**src/hdl/odc_regs.svh**
```systemverilog
// register offsets, field positions, reset values and counts of the block
`ifndef ODC_REGS_SVH
`define ODC_REGS_SVH
// ----------------------------------------------------------------------
// register byte offsets
// ----------------------------------------------------------------------
`define ODC_OFF_MODE_ZERO  12'h000
`define ODC_OFF_MODE_ONE   12'h004
`define ODC_OFF_MODE_TWO   12'h008
`define ODC_OFF_LAT_CFG    12'h00C
`define ODC_OFF_STATUS     12'h010
// ----------------------------------------------------------------------
// field positions
// ----------------------------------------------------------------------
`define ODC_MR0_DLL_PD     12
`define ODC_MR1_NOM_A2     2
`define ODC_MR1_NOM_A6     6
`define ODC_MR1_NOM_A9     9
`define ODC_MR2_WR_A9      9
`define ODC_MR2_WR_A10     10
`define ODC_MR2_CWL_LO     3
`define ODC_MR2_CWL_HI     5
`define ODC_CFG_AL_LO      0
`define ODC_CFG_AL_HI      3
`define ODC_CFG_BURST_LO   4
`define ODC_CFG_BURST_HI   5
`define ODC_ST_TERM        0
`define ODC_ST_WRITE       1
`define ODC_ST_DYN         2
`define ODC_ST_SYNC        3
`define ODC_ST_EN          4
`define ODC_ST_LAT_LO      8
`define ODC_ST_LAT_HI      13
// ----------------------------------------------------------------------
// input bit order in the sampled vector
// ----------------------------------------------------------------------
`define ODC_IN_CK          0
`define ODC_IN_PIN         1
`define ODC_IN_WR          2
`define ODC_IN_CHOP        3
`define ODC_IN_SREF        4
`define ODC_IN_DLL         5
`define ODC_IN_PPD         6
`define ODC_IN_DRV         7
// ----------------------------------------------------------------------
// reset values and latency figures
// ----------------------------------------------------------------------
`define ODC_RST_MODE       16'h0000
`define ODC_RST_CFG        8'h00
`define ODC_CWL_BASE       6'h05
`define ODC_LAT_SUB        6'h02
`define ODC_HOLD_CHOP      3'h4
`define ODC_HOLD_FULL      3'h6
`endif

```
**src/hdl/odc_pkg.sv**
```systemverilog
// types shared by the termination control block
package odc_pkg;
  typedef logic [15:0] odc_mode_t;
  typedef logic [5:0]  odc_lane_t;
  typedef logic [7:0]  odc_in_t;
  typedef enum logic [1:0] {
    ODC_BURST_FULL = 2'b00,
    ODC_BURST_OTF  = 2'b01,
    ODC_BURST_CHOP = 2'b10
  } odc_burst_e;
endpackage

```
**src/hdl/odc_term_ctrl.sv**
```systemverilog
// on-die termination control with apb register access
//
// Behaviour
// - one pin switches termination of all lanes
// - nonzero nominal or write bits enable termination
// - pin ignored when disabled or self-refreshing
// - registered pin low off, high on
// - on/off from pin only, no commands
// - synchronous timing while loop on and locked
// - on/off a latency after pin sampled
// - latency is write cas plus additive minus two
// - termination back only when driving stops
// - either write bit enables dynamic switching
// - strength codes from mode registers one, two
// - no write: nominal strength, pin timing
// - write strength a latency after write
// - nominal again latency plus four or six
// - frozen loop power-down: pin applied undelayed
//
// Register access over APB and the address map were chosen for this implementation.
`timescale 1ns/10ps
`default_nettype none
`include "odc_regs.svh"
module odc_term_ctrl #(
  parameter int HIST_DEPTH = 32
) (
  input  wire logic              pclk,
  input  wire logic              presetn,
  input  wire logic              psel,
  input  wire logic              penable,
  input  wire logic              pwrite,
  input  wire logic [11:0]       paddr,
  input  wire logic [31:0]       pwdata,
  output logic [31:0]            prdata,
  output logic                   pready,
  output logic                   pslverr,
  input  wire logic              cmd_clk,
  input  wire logic              termination_control_pin,
  input  wire logic              write_cmd,
  input  wire logic              write_chop,
  input  wire logic              self_refresh,
  input  wire logic              dll_locked,
  input  wire logic              precharge_pd,
  input  wire logic              read_driving,
  output odc_pkg::odc_lane_t     term_lane_en,
  output logic [2:0]             rtt_code,
  output logic                   rtt_write
);
  import odc_pkg::*;

  typedef struct packed {
    odc_in_t                s1;
    odc_in_t                s2;
    odc_in_t                s3;
    odc_in_t                filt;
    logic                   ck_q;
    odc_mode_t              mr0;
    odc_mode_t              mr1;
    odc_mode_t              mr2;
    logic [7:0]             cfg;
    logic [HIST_DEPTH-1:0]  hist_pin;
    logic [HIST_DEPTH-1:0]  hist_wr;
    logic [HIST_DEPTH-1:0]  hist_chop;
    logic [2:0]             wr_cnt;
    logic                   term_r;
    logic                   wr_str_r;
    odc_lane_t              lanes_r;
    logic [2:0]             rtt_r;
    logic                   rtt_wr_r;
    logic [31:0]            prdata_r;
  } odc_state_s;

  odc_state_s st_r;
  odc_state_s st_nxt;

  // ----------------------------------------------------------------------
  // address decode
  // ----------------------------------------------------------------------
  function automatic logic [2:0] reg_sel(input logic [11:0] addr);
    case (addr)
      `ODC_OFF_MODE_ZERO: reg_sel = 3'h1;
      `ODC_OFF_MODE_ONE:  reg_sel = 3'h2;
      `ODC_OFF_MODE_TWO:  reg_sel = 3'h3;
      `ODC_OFF_LAT_CFG:   reg_sel = 3'h4;
      `ODC_OFF_STATUS:    reg_sel = 3'h5;
      default:            reg_sel = 3'h0;
    endcase
  endfunction

  // ----------------------------------------------------------------------
  // derived configuration
  // ----------------------------------------------------------------------
  logic [5:0]  write_cas_latency;
  logic [5:0]  lat;
  logic [4:0]  lat_idx;
  logic [2:0]  nom_code;
  logic [1:0]  wr_code;
  logic        dyn_en;
  logic        term_cfg_en;
  logic        sync_mode;
  logic        ck_rise;
  logic        gate_ok;
  odc_burst_e  burst_mode;

  // latency recomputed from live settings
  assign write_cas_latency = `ODC_CWL_BASE
             + {3'h0, st_r.mr2[`ODC_MR2_CWL_HI:`ODC_MR2_CWL_LO]};
  assign lat = write_cas_latency + {2'h0, st_r.cfg[`ODC_CFG_AL_HI:`ODC_CFG_AL_LO]}
             - `ODC_LAT_SUB;
  assign lat_idx = (lat > 6'(HIST_DEPTH)) ? 5'(HIST_DEPTH - 1)
                                          : 5'(lat - 6'h01);
  // strength codes and enables
  assign nom_code = {st_r.mr1[`ODC_MR1_NOM_A9], st_r.mr1[`ODC_MR1_NOM_A6],
                     st_r.mr1[`ODC_MR1_NOM_A2]};
  assign wr_code  = {st_r.mr2[`ODC_MR2_WR_A10],
                     st_r.mr2[`ODC_MR2_WR_A9]};
  assign dyn_en      = |wr_code;
  assign term_cfg_en = (|nom_code) | dyn_en;
  // frozen loop in precharge power-down leaves synchronous timing
  assign sync_mode = st_r.filt[`ODC_IN_DLL]
                   & ~(st_r.filt[`ODC_IN_PPD]
                       & ~st_r.mr0[`ODC_MR0_DLL_PD]);
  assign ck_rise = st_r.filt[`ODC_IN_CK] & ~st_r.ck_q;
  assign gate_ok = term_cfg_en & ~st_r.filt[`ODC_IN_SREF]
                 & ~st_r.filt[`ODC_IN_DRV];
  assign burst_mode = odc_burst_e'(
    st_r.cfg[`ODC_CFG_BURST_HI:`ODC_CFG_BURST_LO]);

  // ----------------------------------------------------------------------
  // next state
  // ----------------------------------------------------------------------
  always_comb begin
    logic [2:0] sel;
    logic       chop;
    sel  = reg_sel(paddr);
    chop = 1'b0;
    st_nxt = st_r;
    // three-stage sampling, change taken once stages two and three agree
    st_nxt.s1   = {read_driving, precharge_pd, dll_locked, self_refresh,
                   write_chop, write_cmd, termination_control_pin, cmd_clk};
    st_nxt.s2   = st_r.s1;
    st_nxt.s3   = st_r.s2;
    st_nxt.filt = (st_r.s2 & st_r.s3) | (st_r.filt & (st_r.s2 ^ st_r.s3));
    st_nxt.ck_q = st_r.filt[`ODC_IN_CK];
    // burst length of a write, fixed or chosen with it
    unique case (burst_mode)
      ODC_BURST_FULL: chop = 1'b0;
      ODC_BURST_OTF:  chop = st_r.filt[`ODC_IN_CHOP];
      ODC_BURST_CHOP: chop = 1'b1;
      default:        chop = 1'b0;
    endcase
    // command clock edge: shift pin and write history
    if (ck_rise) begin
      st_nxt.hist_pin  = {st_r.hist_pin[HIST_DEPTH-2:0],
                          st_r.filt[`ODC_IN_PIN]};
      st_nxt.hist_wr   = {st_r.hist_wr[HIST_DEPTH-2:0],
                          st_r.filt[`ODC_IN_WR]};
      st_nxt.hist_chop = {st_r.hist_chop[HIST_DEPTH-2:0], chop};
      if (sync_mode) begin
        st_nxt.term_r = st_r.hist_pin[lat_idx];
      end
      // strength change from a write delayed by the same latency
      if (dyn_en && sync_mode && st_r.hist_wr[lat_idx]) begin
        st_nxt.wr_str_r = 1'b1;
        st_nxt.wr_cnt   = st_r.hist_chop[lat_idx] ? `ODC_HOLD_CHOP
                                                  : `ODC_HOLD_FULL;
      end else if (st_r.wr_cnt != 3'h0) begin
        st_nxt.wr_cnt = st_r.wr_cnt - 3'h1;
        if (st_r.wr_cnt == 3'h1) begin
          st_nxt.wr_str_r = 1'b0;
        end
      end
    end
    // undelayed pin while the loop is frozen
    if (!sync_mode) begin
      st_nxt.term_r   = st_r.filt[`ODC_IN_PIN];
      st_nxt.wr_str_r = 1'b0;
      st_nxt.wr_cnt   = 3'h0;
    end
    if (!dyn_en) begin
      st_nxt.wr_str_r = 1'b0;
      st_nxt.wr_cnt   = 3'h0;
    end
    // all lanes follow one gated termination state
    st_nxt.lanes_r  = {$bits(odc_lane_t){st_nxt.term_r & gate_ok}};
    st_nxt.rtt_wr_r = st_r.wr_str_r;
    st_nxt.rtt_r    = st_r.wr_str_r ? {1'b0, wr_code} : nom_code;
    // apb: read data caught in setup, writes in access
    if (psel && !penable) begin
      unique case (sel)
        3'h1:    st_nxt.prdata_r = {16'h0000, st_r.mr0};
        3'h2:    st_nxt.prdata_r = {16'h0000, st_r.mr1};
        3'h3:    st_nxt.prdata_r = {16'h0000, st_r.mr2};
        3'h4:    st_nxt.prdata_r = {24'h000000, st_r.cfg};
        3'h5: begin
          st_nxt.prdata_r = 32'h00000000;
          st_nxt.prdata_r[`ODC_ST_TERM]  = st_r.lanes_r[0];
          st_nxt.prdata_r[`ODC_ST_WRITE] = st_r.wr_str_r;
          st_nxt.prdata_r[`ODC_ST_DYN]   = dyn_en;
          st_nxt.prdata_r[`ODC_ST_SYNC]  = sync_mode;
          st_nxt.prdata_r[`ODC_ST_EN]    = term_cfg_en;
          st_nxt.prdata_r[`ODC_ST_LAT_HI:`ODC_ST_LAT_LO] = lat;
        end
        default: st_nxt.prdata_r = 32'h00000000;
      endcase
    end
    if (psel && penable && pwrite) begin
      unique case (sel)
        3'h1:    st_nxt.mr0 = pwdata[15:0];
        3'h2:    st_nxt.mr1 = pwdata[15:0];
        3'h3:    st_nxt.mr2 = pwdata[15:0];
        3'h4:    st_nxt.cfg = pwdata[7:0];
        default: st_nxt.cfg = st_r.cfg;
      endcase
    end
  end

  // ----------------------------------------------------------------------
  // state register
  // ----------------------------------------------------------------------
  always_ff @(posedge pclk or negedge presetn) begin
    if (!presetn) begin
      st_r     <= '0;
      st_r.mr0 <= `ODC_RST_MODE;
      st_r.mr1 <= `ODC_RST_MODE;
      st_r.mr2 <= `ODC_RST_MODE;
      st_r.cfg <= `ODC_RST_CFG;
    end else begin
      st_r <= st_nxt;
    end
  end

  // outputs
  assign term_lane_en = st_r.lanes_r;
  assign rtt_code     = st_r.rtt_r;
  assign rtt_write    = st_r.rtt_wr_r;
  assign prdata       = st_r.prdata_r;
  assign pready       = 1'b1;
  assign pslverr      = psel & penable
                      & ((reg_sel(paddr) == 3'h0)
                         | (pwrite & (reg_sel(paddr) == 3'h5)));

  // ----------------------------------------------------------------------
  // assertions
  // ----------------------------------------------------------------------
  property p_sref_off;
    @(posedge pclk) disable iff (!presetn)
    st_r.filt[`ODC_IN_SREF] |=> (term_lane_en == '0);
  endproperty
  a_sref_off: assert property (p_sref_off)
    else $error("termination on during self-refresh");

  property p_cfg_off;
    @(posedge pclk) disable iff (!presetn)
    !term_cfg_en |=> (term_lane_en == '0);
  endproperty
  a_cfg_off: assert property (p_cfg_off)
    else $error("termination on while disabled by mode bits");

  property p_drive_off;
    @(posedge pclk) disable iff (!presetn)
    st_r.filt[`ODC_IN_DRV] |=> (term_lane_en == '0);
  endproperty
  a_drive_off: assert property (p_drive_off)
    else $error("termination on while driving read data");

  property p_sync_on;
    @(posedge pclk) disable iff (!presetn)
    (ck_rise && sync_mode && st_r.hist_pin[lat_idx] && gate_ok)
      |=> (term_lane_en == '1);
  endproperty
  a_sync_on: assert property (p_sync_on)
    else $error("termination not on after turn-on latency");

  property p_sync_off;
    @(posedge pclk) disable iff (!presetn)
    (ck_rise && sync_mode && !st_r.hist_pin[lat_idx])
      |=> (term_lane_en == '0);
  endproperty
  a_sync_off: assert property (p_sync_off)
    else $error("termination not off after turn-off latency");

  property p_async_on;
    @(posedge pclk) disable iff (!presetn)
    (!sync_mode && st_r.filt[`ODC_IN_PIN] && gate_ok)
      |=> (term_lane_en == '1);
  endproperty
  a_async_on: assert property (p_async_on)
    else $error("undelayed termination not applied");

  property p_write_str;
    @(posedge pclk) disable iff (!presetn)
    (ck_rise && dyn_en && sync_mode && st_r.hist_wr[lat_idx])
      |=> ##1 rtt_write;
  endproperty
  a_write_str: assert property (p_write_str)
    else $error("write strength not selected after write");

  property p_nom_code;
    @(posedge pclk) disable iff (!presetn)
    !st_r.wr_str_r |=> (rtt_code == $past(nom_code)) && !rtt_write;
  endproperty
  a_nom_code: assert property (p_nom_code)
    else $error("nominal strength code wrong");

  property p_write_back;
    @(posedge pclk) disable iff (!presetn)
    (ck_rise && st_r.wr_cnt == 3'h1 && !st_r.hist_wr[lat_idx])
      |=> !st_r.wr_str_r;
  endproperty
  a_write_back: assert property (p_write_back)
    else $error("nominal strength not restored after write");

  property p_dyn_off;
    @(posedge pclk) disable iff (!presetn)
    !dyn_en |=> ##1 !rtt_write;
  endproperty
  a_dyn_off: assert property (p_dyn_off)
    else $error("write strength used with dynamic switching off");

endmodule
`default_nettype wire

```
**config.mk**
```make
export PLATFORM = sky130hd
export DESIGN_NAME = odc_term_ctrl
export DESIGN_NICKNAME = d
export VERILOG_FILES = /design/src/hdl/odc_pkg.sv /design/src/hdl/odc_term_ctrl.sv
export VERILOG_INCLUDE_DIRS = /design/src /design/src/hdl
export SDC_FILE = /design/constraint.sdc
export NUM_CORES = 1
export LEC_CHECK = 0
export BUFFER_PORTS_ARGS = -buffer_cell sky130_fd_sc_hd__buf_2
export CAP_MARGIN = 25
export CORE_AREA = 2 2 139 141
export CTS_CLUSTER_DIAMETER = 200
export DETAILED_ROUTE_END_ITERATION = 8
export DIE_AREA = 0 0 141 143
export PLACE_DENSITY = 0.75
export SKIP_CTS_REPAIR_TIMING = 1
export SLEW_MARGIN = 20
export SYNTH_ARGS = -nofsm -noshare
export SYNTH_HDL_FRONTEND = slang
export SYNTH_SLANG_ARGS = --single-unit
export TNS_END_PERCENT = 10
```
**constraint.sdc**
```tcl
create_clock -name pclk -period 3.1 [get_ports pclk]
set_input_delay 0.155 -clock pclk [delete_from_list [all_inputs] [get_ports pclk]]
set_output_delay 0.155 -clock pclk [all_outputs]
set_load 0.005 [all_outputs]
```
Word level (Yosys, flattened, before mapping)
Cells that the tools add are included.

storage, ports and cells
  flip-flop bits (word level) = 227
  output and inout port bits = 44
  input port bits = 57
  logic and storage cells = 99

operators by class
  eq/ne operators = 15
  bitwise logic cells = 20
  mux-type cells = 21
  add/sub/neg operators = 5
  $lt $le $gt $ge = 2
  reductions and logical operators = 17

operators by type and width
  kind                                                                     number
  16-bit case mux with 5 select lines                                      1
  12-bit by 4-bit equality test with 1-bit output (second input constant)  2
  8-bit AND                                                                2
  1-bit binary-select mux with 5-bit select                                3
  5-bit 2-to-1 mux                                                         3
  3-bit case mux with 5 select lines                                       1
  12-bit by 3-bit equality test with 1-bit output (second input constant)  1
  12-bit by 5-bit equality test with 1-bit output (second input constant)  1
  12-bit zero test                                                         1
  3-bit 2-to-1 mux                                                         4
  2-bit AND reduction                                                      5
  1-bit AND                                                                9
  4-bit by 2-bit != test with 1-bit output (second input constant)         2
  8-bit OR                                                                 1
  8-bit XOR                                                                1
  1-bit 2-to-1 mux                                                         7
  3-bit by 1-bit equality test with 1-bit output (second input constant)   2
  3-bit by 2-bit equality test with 1-bit output (second input constant)   2
  3-bit equality test (second input constant)                              2
  6-bit > comparator (second input constant)                               1
  5-bit by 6-bit < comparator with 1-bit output (second input constant)    1
  5-bit by 2-bit subtractor with 6-bit output (second input constant)      1
  4-bit by 4-bit adder with 5-bit output                                   1
  1-bit logical AND                                                        5
  16 further kinds                                                         21

Logic depth before layout (Yosys ltp)
  depth in word-level cells = 12
  mapped depth = 14
  gate-level depth less buffers = 12

Least setup slack after synthesis
No wires, ideal clock.

  path kind = register to register
  start point = register st_r[144] (netlist bit)
  end point = register st_r[45] (netlist bit)
  setup time = 130 ps
  arrival time = 3015 ps
  period minus slack after synthesis = 3144 ps
  path buffers = 0
  cell stages (with the launch flop) = 13
  data required time = 2970 ps
  path slack = -44 ps
  cells stage by stage = dfrtp_1 inv_1 ha_1 inv_1 ha_1 inv_1 fa_1 xor2_1 mux4_2 o21a_1 a311o_1 a32oi_1 o22ai_1

between the ends
  longest elaborated chain between the ends = 11
  elaborated cells on any way between the ends = 17
  those cells by class = add/sub (3); order compare (1); eq/ne (1); mux (10); reduce/logical (2)

ends and longest elaborated chain
  what                                                                               line                                        source
  from (decl)                                                                        odc_term_ctrl.sv:73                         odc_state_s st_r;
  from (signal assigned)                                                             odc_term_ctrl.sv:229                        st_r <= st_nxt;
  4-bit by 4-bit adder with 5-bit output (*)                                         odc_term_ctrl.sv:108                        assign lat = write_cas_latency + {2'h0, st_r.cfg[`ODC_CFG_AL_HI:`ODC_CFG_AL_LO]}
  5-bit by 2-bit subtractor with 6-bit output (no line) (*)                          -
  5-bit by 1-bit subtractor with 5-bit output or 6-bit > comparator (tied branches)  odc_term_ctrl.sv:111, odc_term_ctrl.sv:110
  5-bit 2-to-1 mux (*)                                                               odc_term_ctrl.sv:110                        assign lat_idx = (lat > 6'(HIST_DEPTH)) ? 5'(HIST_DEPTH - 1)
  1-bit binary-select mux with 5-bit select, on equally long branches                odc_term_ctrl.sv:165, odc_term_ctrl.sv:163
  1-bit 2-to-1 mux, on equally long branches                                         odc_term_ctrl.sv:165, odc_term_ctrl.sv:163
  2-bit 2-to-1 mux (no line) or 1-bit logical AND (tied branches)                    -
  3-bit 2-to-1 mux                                                                   odc_term_ctrl.sv:163                        if (dyn_en && sync_mode && st_r.hist_wr[lat_idx]) begin
  5-bit 2-to-1 mux                                                                   odc_term_ctrl.sv:153                        if (ck_rise) begin
  5-bit 2-to-1 mux                                                                   odc_term_ctrl.sv:175                        if (!sync_mode) begin
  3-bit 2-to-1 mux                                                                   odc_term_ctrl.sv:180                        if (!dyn_en) begin

Mark *: on every way between the ends. The rest lies on a longest branch, timed or not. The select of a mux whose other input is x is not followed.
A chain may end at the register's enable or synchronous reset.

Worst setup path in the final report
Same ends and word-level chain as after synthesis.

==> impl_metrics.py <==
metrics = {
    "detailed_routing": {
        "wl_um": 19600,
        "route.detailed.wl_per_inst_um": 16.0,
        "vias": 6573,
        "routed.top_layer": "met4",
        "drtAntennaViolNets": 0,
        "drc": 0,
        "wl_met1_um": 8880,
        "drt-pass1-iter-count": 5,
        "met3WireLength_um": 953,
        "viasPerCell": 5.37,
        "dr_wl_met2_um": 9390,
        "drt_iter0_drc": 434,
    },
    "worst_hold_path": {
        "hp-class": "in -> reg",
        "hold_path_end": "prdata[5]",
        "hold_start": "paddr[4]",
        "worstHoldPathCells": 4,
    },
    "worst_setup_path": {
        "startpoint": "st_r[144]",
        "timing.critical_path.mode_cell": "inv_2",
        "crit_fanout": 6,
        "r2r_setup_slack_ns": -0.10,
        "end_kind": "register",
        "arrival_ns": 3.59,
        "worstPathRequired_ns": 3.48,
        "crit_type": "reg -> reg",
        "slowest_delay_ns": 0.64,
        "r2r_start": "st_r[144]",
        "path_cells": "inv_2 > ha_4 > inv_2 > ha_4 > inv_2 > fa_2 > xor2_4 > mux4_2 > o21a_1 > a311o_1 > a32oi_1 > o22ai_1",
        "critPathLaunchType": "register",
        "rr_endpoint": "st_r[45]",
        "reg2regPathDepth": 12,
        "crit_path_top_delay_cell": "fa_2",
    },
    "run": {
        "maxCapViolations": 0,
    },
    "yosys": {
        "seq_area_frac_synth_pct": 54.3,
        "synth-xor-area-share_pct": 0.270,
        "synth_ff_type": "dfrtp_1",
        "synth_mux_area_share_pct": 15.5,
        "synth-seq-cells": 211,
        "yosys.area_share.adder_pct": 2.78,
        "ys_async_sr_fraction_pct": 100,
        "syn_area_um2": 9730,
        "synth_edf_count": 0,
        "synthCells": 897,
        "synth_compound_area_share_pct": 4.99,
        "synth_top_family_by_area": "simple AND/OR/NAND/NOR gates",
        "synth-simple-area-share_pct": 16.2,
        "yosys_warnings": 0,
        "avgSynthCellArea_um2": 10.8,
        "synth.distinct_cells": 52,
    },
    "global_route": {
        "grt_max_degree": 98,
        "grt_usage_pct": 19.4,
        "grt_pass1_vias": 6456,
        "gr-total-overflow": 0,
        "antenna_found_initial": 0,
        "grt_pass1_wl_um": 31900,
    },
    "placed_design": {
        "post_dp_cell_area_um2": 10200,
        "port_buffers": 67,
        "post-place-cells": 1154,
        "place_congestion": 0.795,
        "place_hpwl_um": 12200,
    },
    "timing": {
        "setup_viol": 3,
        "hold_viol": 0,
        "rsz0062_at_grt": "yes",
        "fmax_mhz": 312,
        "fin_crit_ns": 3.20,
        "slew_headroom_pct": 39.1,
        "period_share_pct": 103,
        "slew_violations": 0,
        "fin_hold_ws_ns": 0.0299,
        "setup_tns_ns": -0.238,
        "fin_ws_ns": -0.102,
        "finClkSkew_ns": 0.0156,
        "worst_slew_pin_slew_ns": 0.906,
    },
    "clock_network": {
        "clock_sinks": 211,
        "cts_tree": "done",
        "cts_root_buf": "clkbuf_16",
        "cts_buffers": 23,
        "htree_levels": 1,
        "path_clk_slew_ns": 0.06,
        "insertion_delay_ns": 0.50,
        "clockBufferDepth": 3,
    },
    "die": {
        "die_w_um": 141,
        "die_area_um2": 20200,
        "start_util_pct": 52.4,
        "core_area_um2": 18600,
        "die-height_um": 143,
        "rows": 50,
        "pin_count": 101,
    },
    "power_and_ir_drop": {
        "leakage_nw": 5.80,
        "power_density_nw_per_um2": 556,
        "vdd_drop_max_v": 0.000447,
    },
    "finish": {
        "layout.cells.non_filler": 1223,
        "antenna_cells": 0,
        "area_delta_synth_final_pct": 15.2,
        "fill_cells": 1483,
        "stdcell_area_um2": 11200,
        "drive_gt1_share_pct": 24.2,
        "nets": 1050,
    },
    "status": {
        "status": "finished with violations",
        "violations": "setup timing",
    },
}
## worst max path at each step
stage | end | slack [ns] | cells after the start
2_1_floorplan | st_r[45] | 0.02 | 12
3_3_place_gp | st_r[45] | -0.12 | 12
3_5_place_dp | st_r[45] | -0.18 | 12
4_1_cts | st_r[45] | -0.20 | 12
5_1_grt | term_lane_en[0] | -0.25 | 14
6_report | st_r[45] | -0.10 | 12
## flip-flops by register name (all words and copies together) (netlist names)
signal / count
rtt_write: 1
nom_code: 3
term_lane_en: 1
prdata: 16
rtt_code: 3
burst_mode: 2
st_nxt: 18
st_r: 167
## cell usage after synthesis (10+ instances only)
library cell	number	area share, %
a21o_1	10	0.77
a21oi_1	10	0.51
buf_4	43	3.3
clkbuf_1	29	1.1
dfrtp_1	211	54
ha_1	20	2.6
inv_1	18	0.69
mux2_2	58	6.7
mux2i_1	25	2.6
mux4_2	27	6.2
nand2_1	317	12
nor2_1	17	0.66
o21ai_0	18	0.93
## where the power goes
group          internal (mW)  switching (mW)  leakage [nW]
logic                  0.236           0.331          2.59
registers               2.95           0.148          2.85
clock network           1.51            1.06         0.361
total                   4.70            1.53          5.80
## critical path, delay by kind of cell, from the launching register on
kind / cells / cell delay, ns
AO/OA/AOI/OAI: 4 / 0.80
XOR/XNOR: 1 / 0.23
buffers and inverters: 3 / 0.17
flip-flops: 1 / 0.39
multiplexers: 1 / 0.52
adder cells (fa/ha/maj): 3 / 0.97
## final cells by class
| class | count | area (µm²) | area share [%] |
|---|---|---|---|
| clock buffer | 34 | 677 | 6.04 |
| clock inverter | 8 | 46.3 | 0.413 |
| inverter | 18 | 67.6 | 0.603 |
| multi-input combinational | 598 | 4000 | 35.7 |
| sequential | 211 | 5280 | 47.1 |
| tap | 234 | 293 | 2.61 |
| timing repair buffer | 120 | 846 | 7.55 |
## kinds of logic (layout without fill, tap and decap cells)
group | Yosys count | after routing
XOR/XNOR | 3 | 3
multiplexers | 110 | 110
other | 2 | 17
flip-flops | 211 | 211
AND/OR/NAND/NOR | 375 | 375
adder cells (fa/ha/maj) | 21 | 21
buffers and inverters | 103 | 180
AO/OA/AOI/OAI | 72 | 72
## stage by stage
stage	total power, mW	util [%]	worst slack (ns)
after detailed placement	3.69	54.7	-0.179
after global placement	3.66	54.7	-0.120
after CTS	6.27	58.6	-0.200
after floorplan	3.48	-	0.0154
after global routing	6.51	60.3	-0.246
final	6.23	60.3	-0.102
## cells in the final DEF, fill, tap and decap left out, drive strengths merged, types with 10 or more instances in the layout
cell,Yosys,routed
a21oi,10,10
dlygate4sd3,0,25
mux2,58,58
conb,2,17
ha,20,20
mux2i,25,25
inv,18,19
o21ai,20,20
nand2,317,317
buf,56,94
clkbuf,29,35
nor2,17,17
dfrtp,211,211
a21o,10,10
mux4,27,27
## per-layer routing
layer | global-route usage [%] | up-vias
li1 | - | 3108
met1 | 27.8 | 3276
met2 | 31.0 | 159
met3 | 3.32 | 30
met4 | 5.53 | 0
met5 | 0 | -
Note: power is estimated with default switching activity, not from simulation.
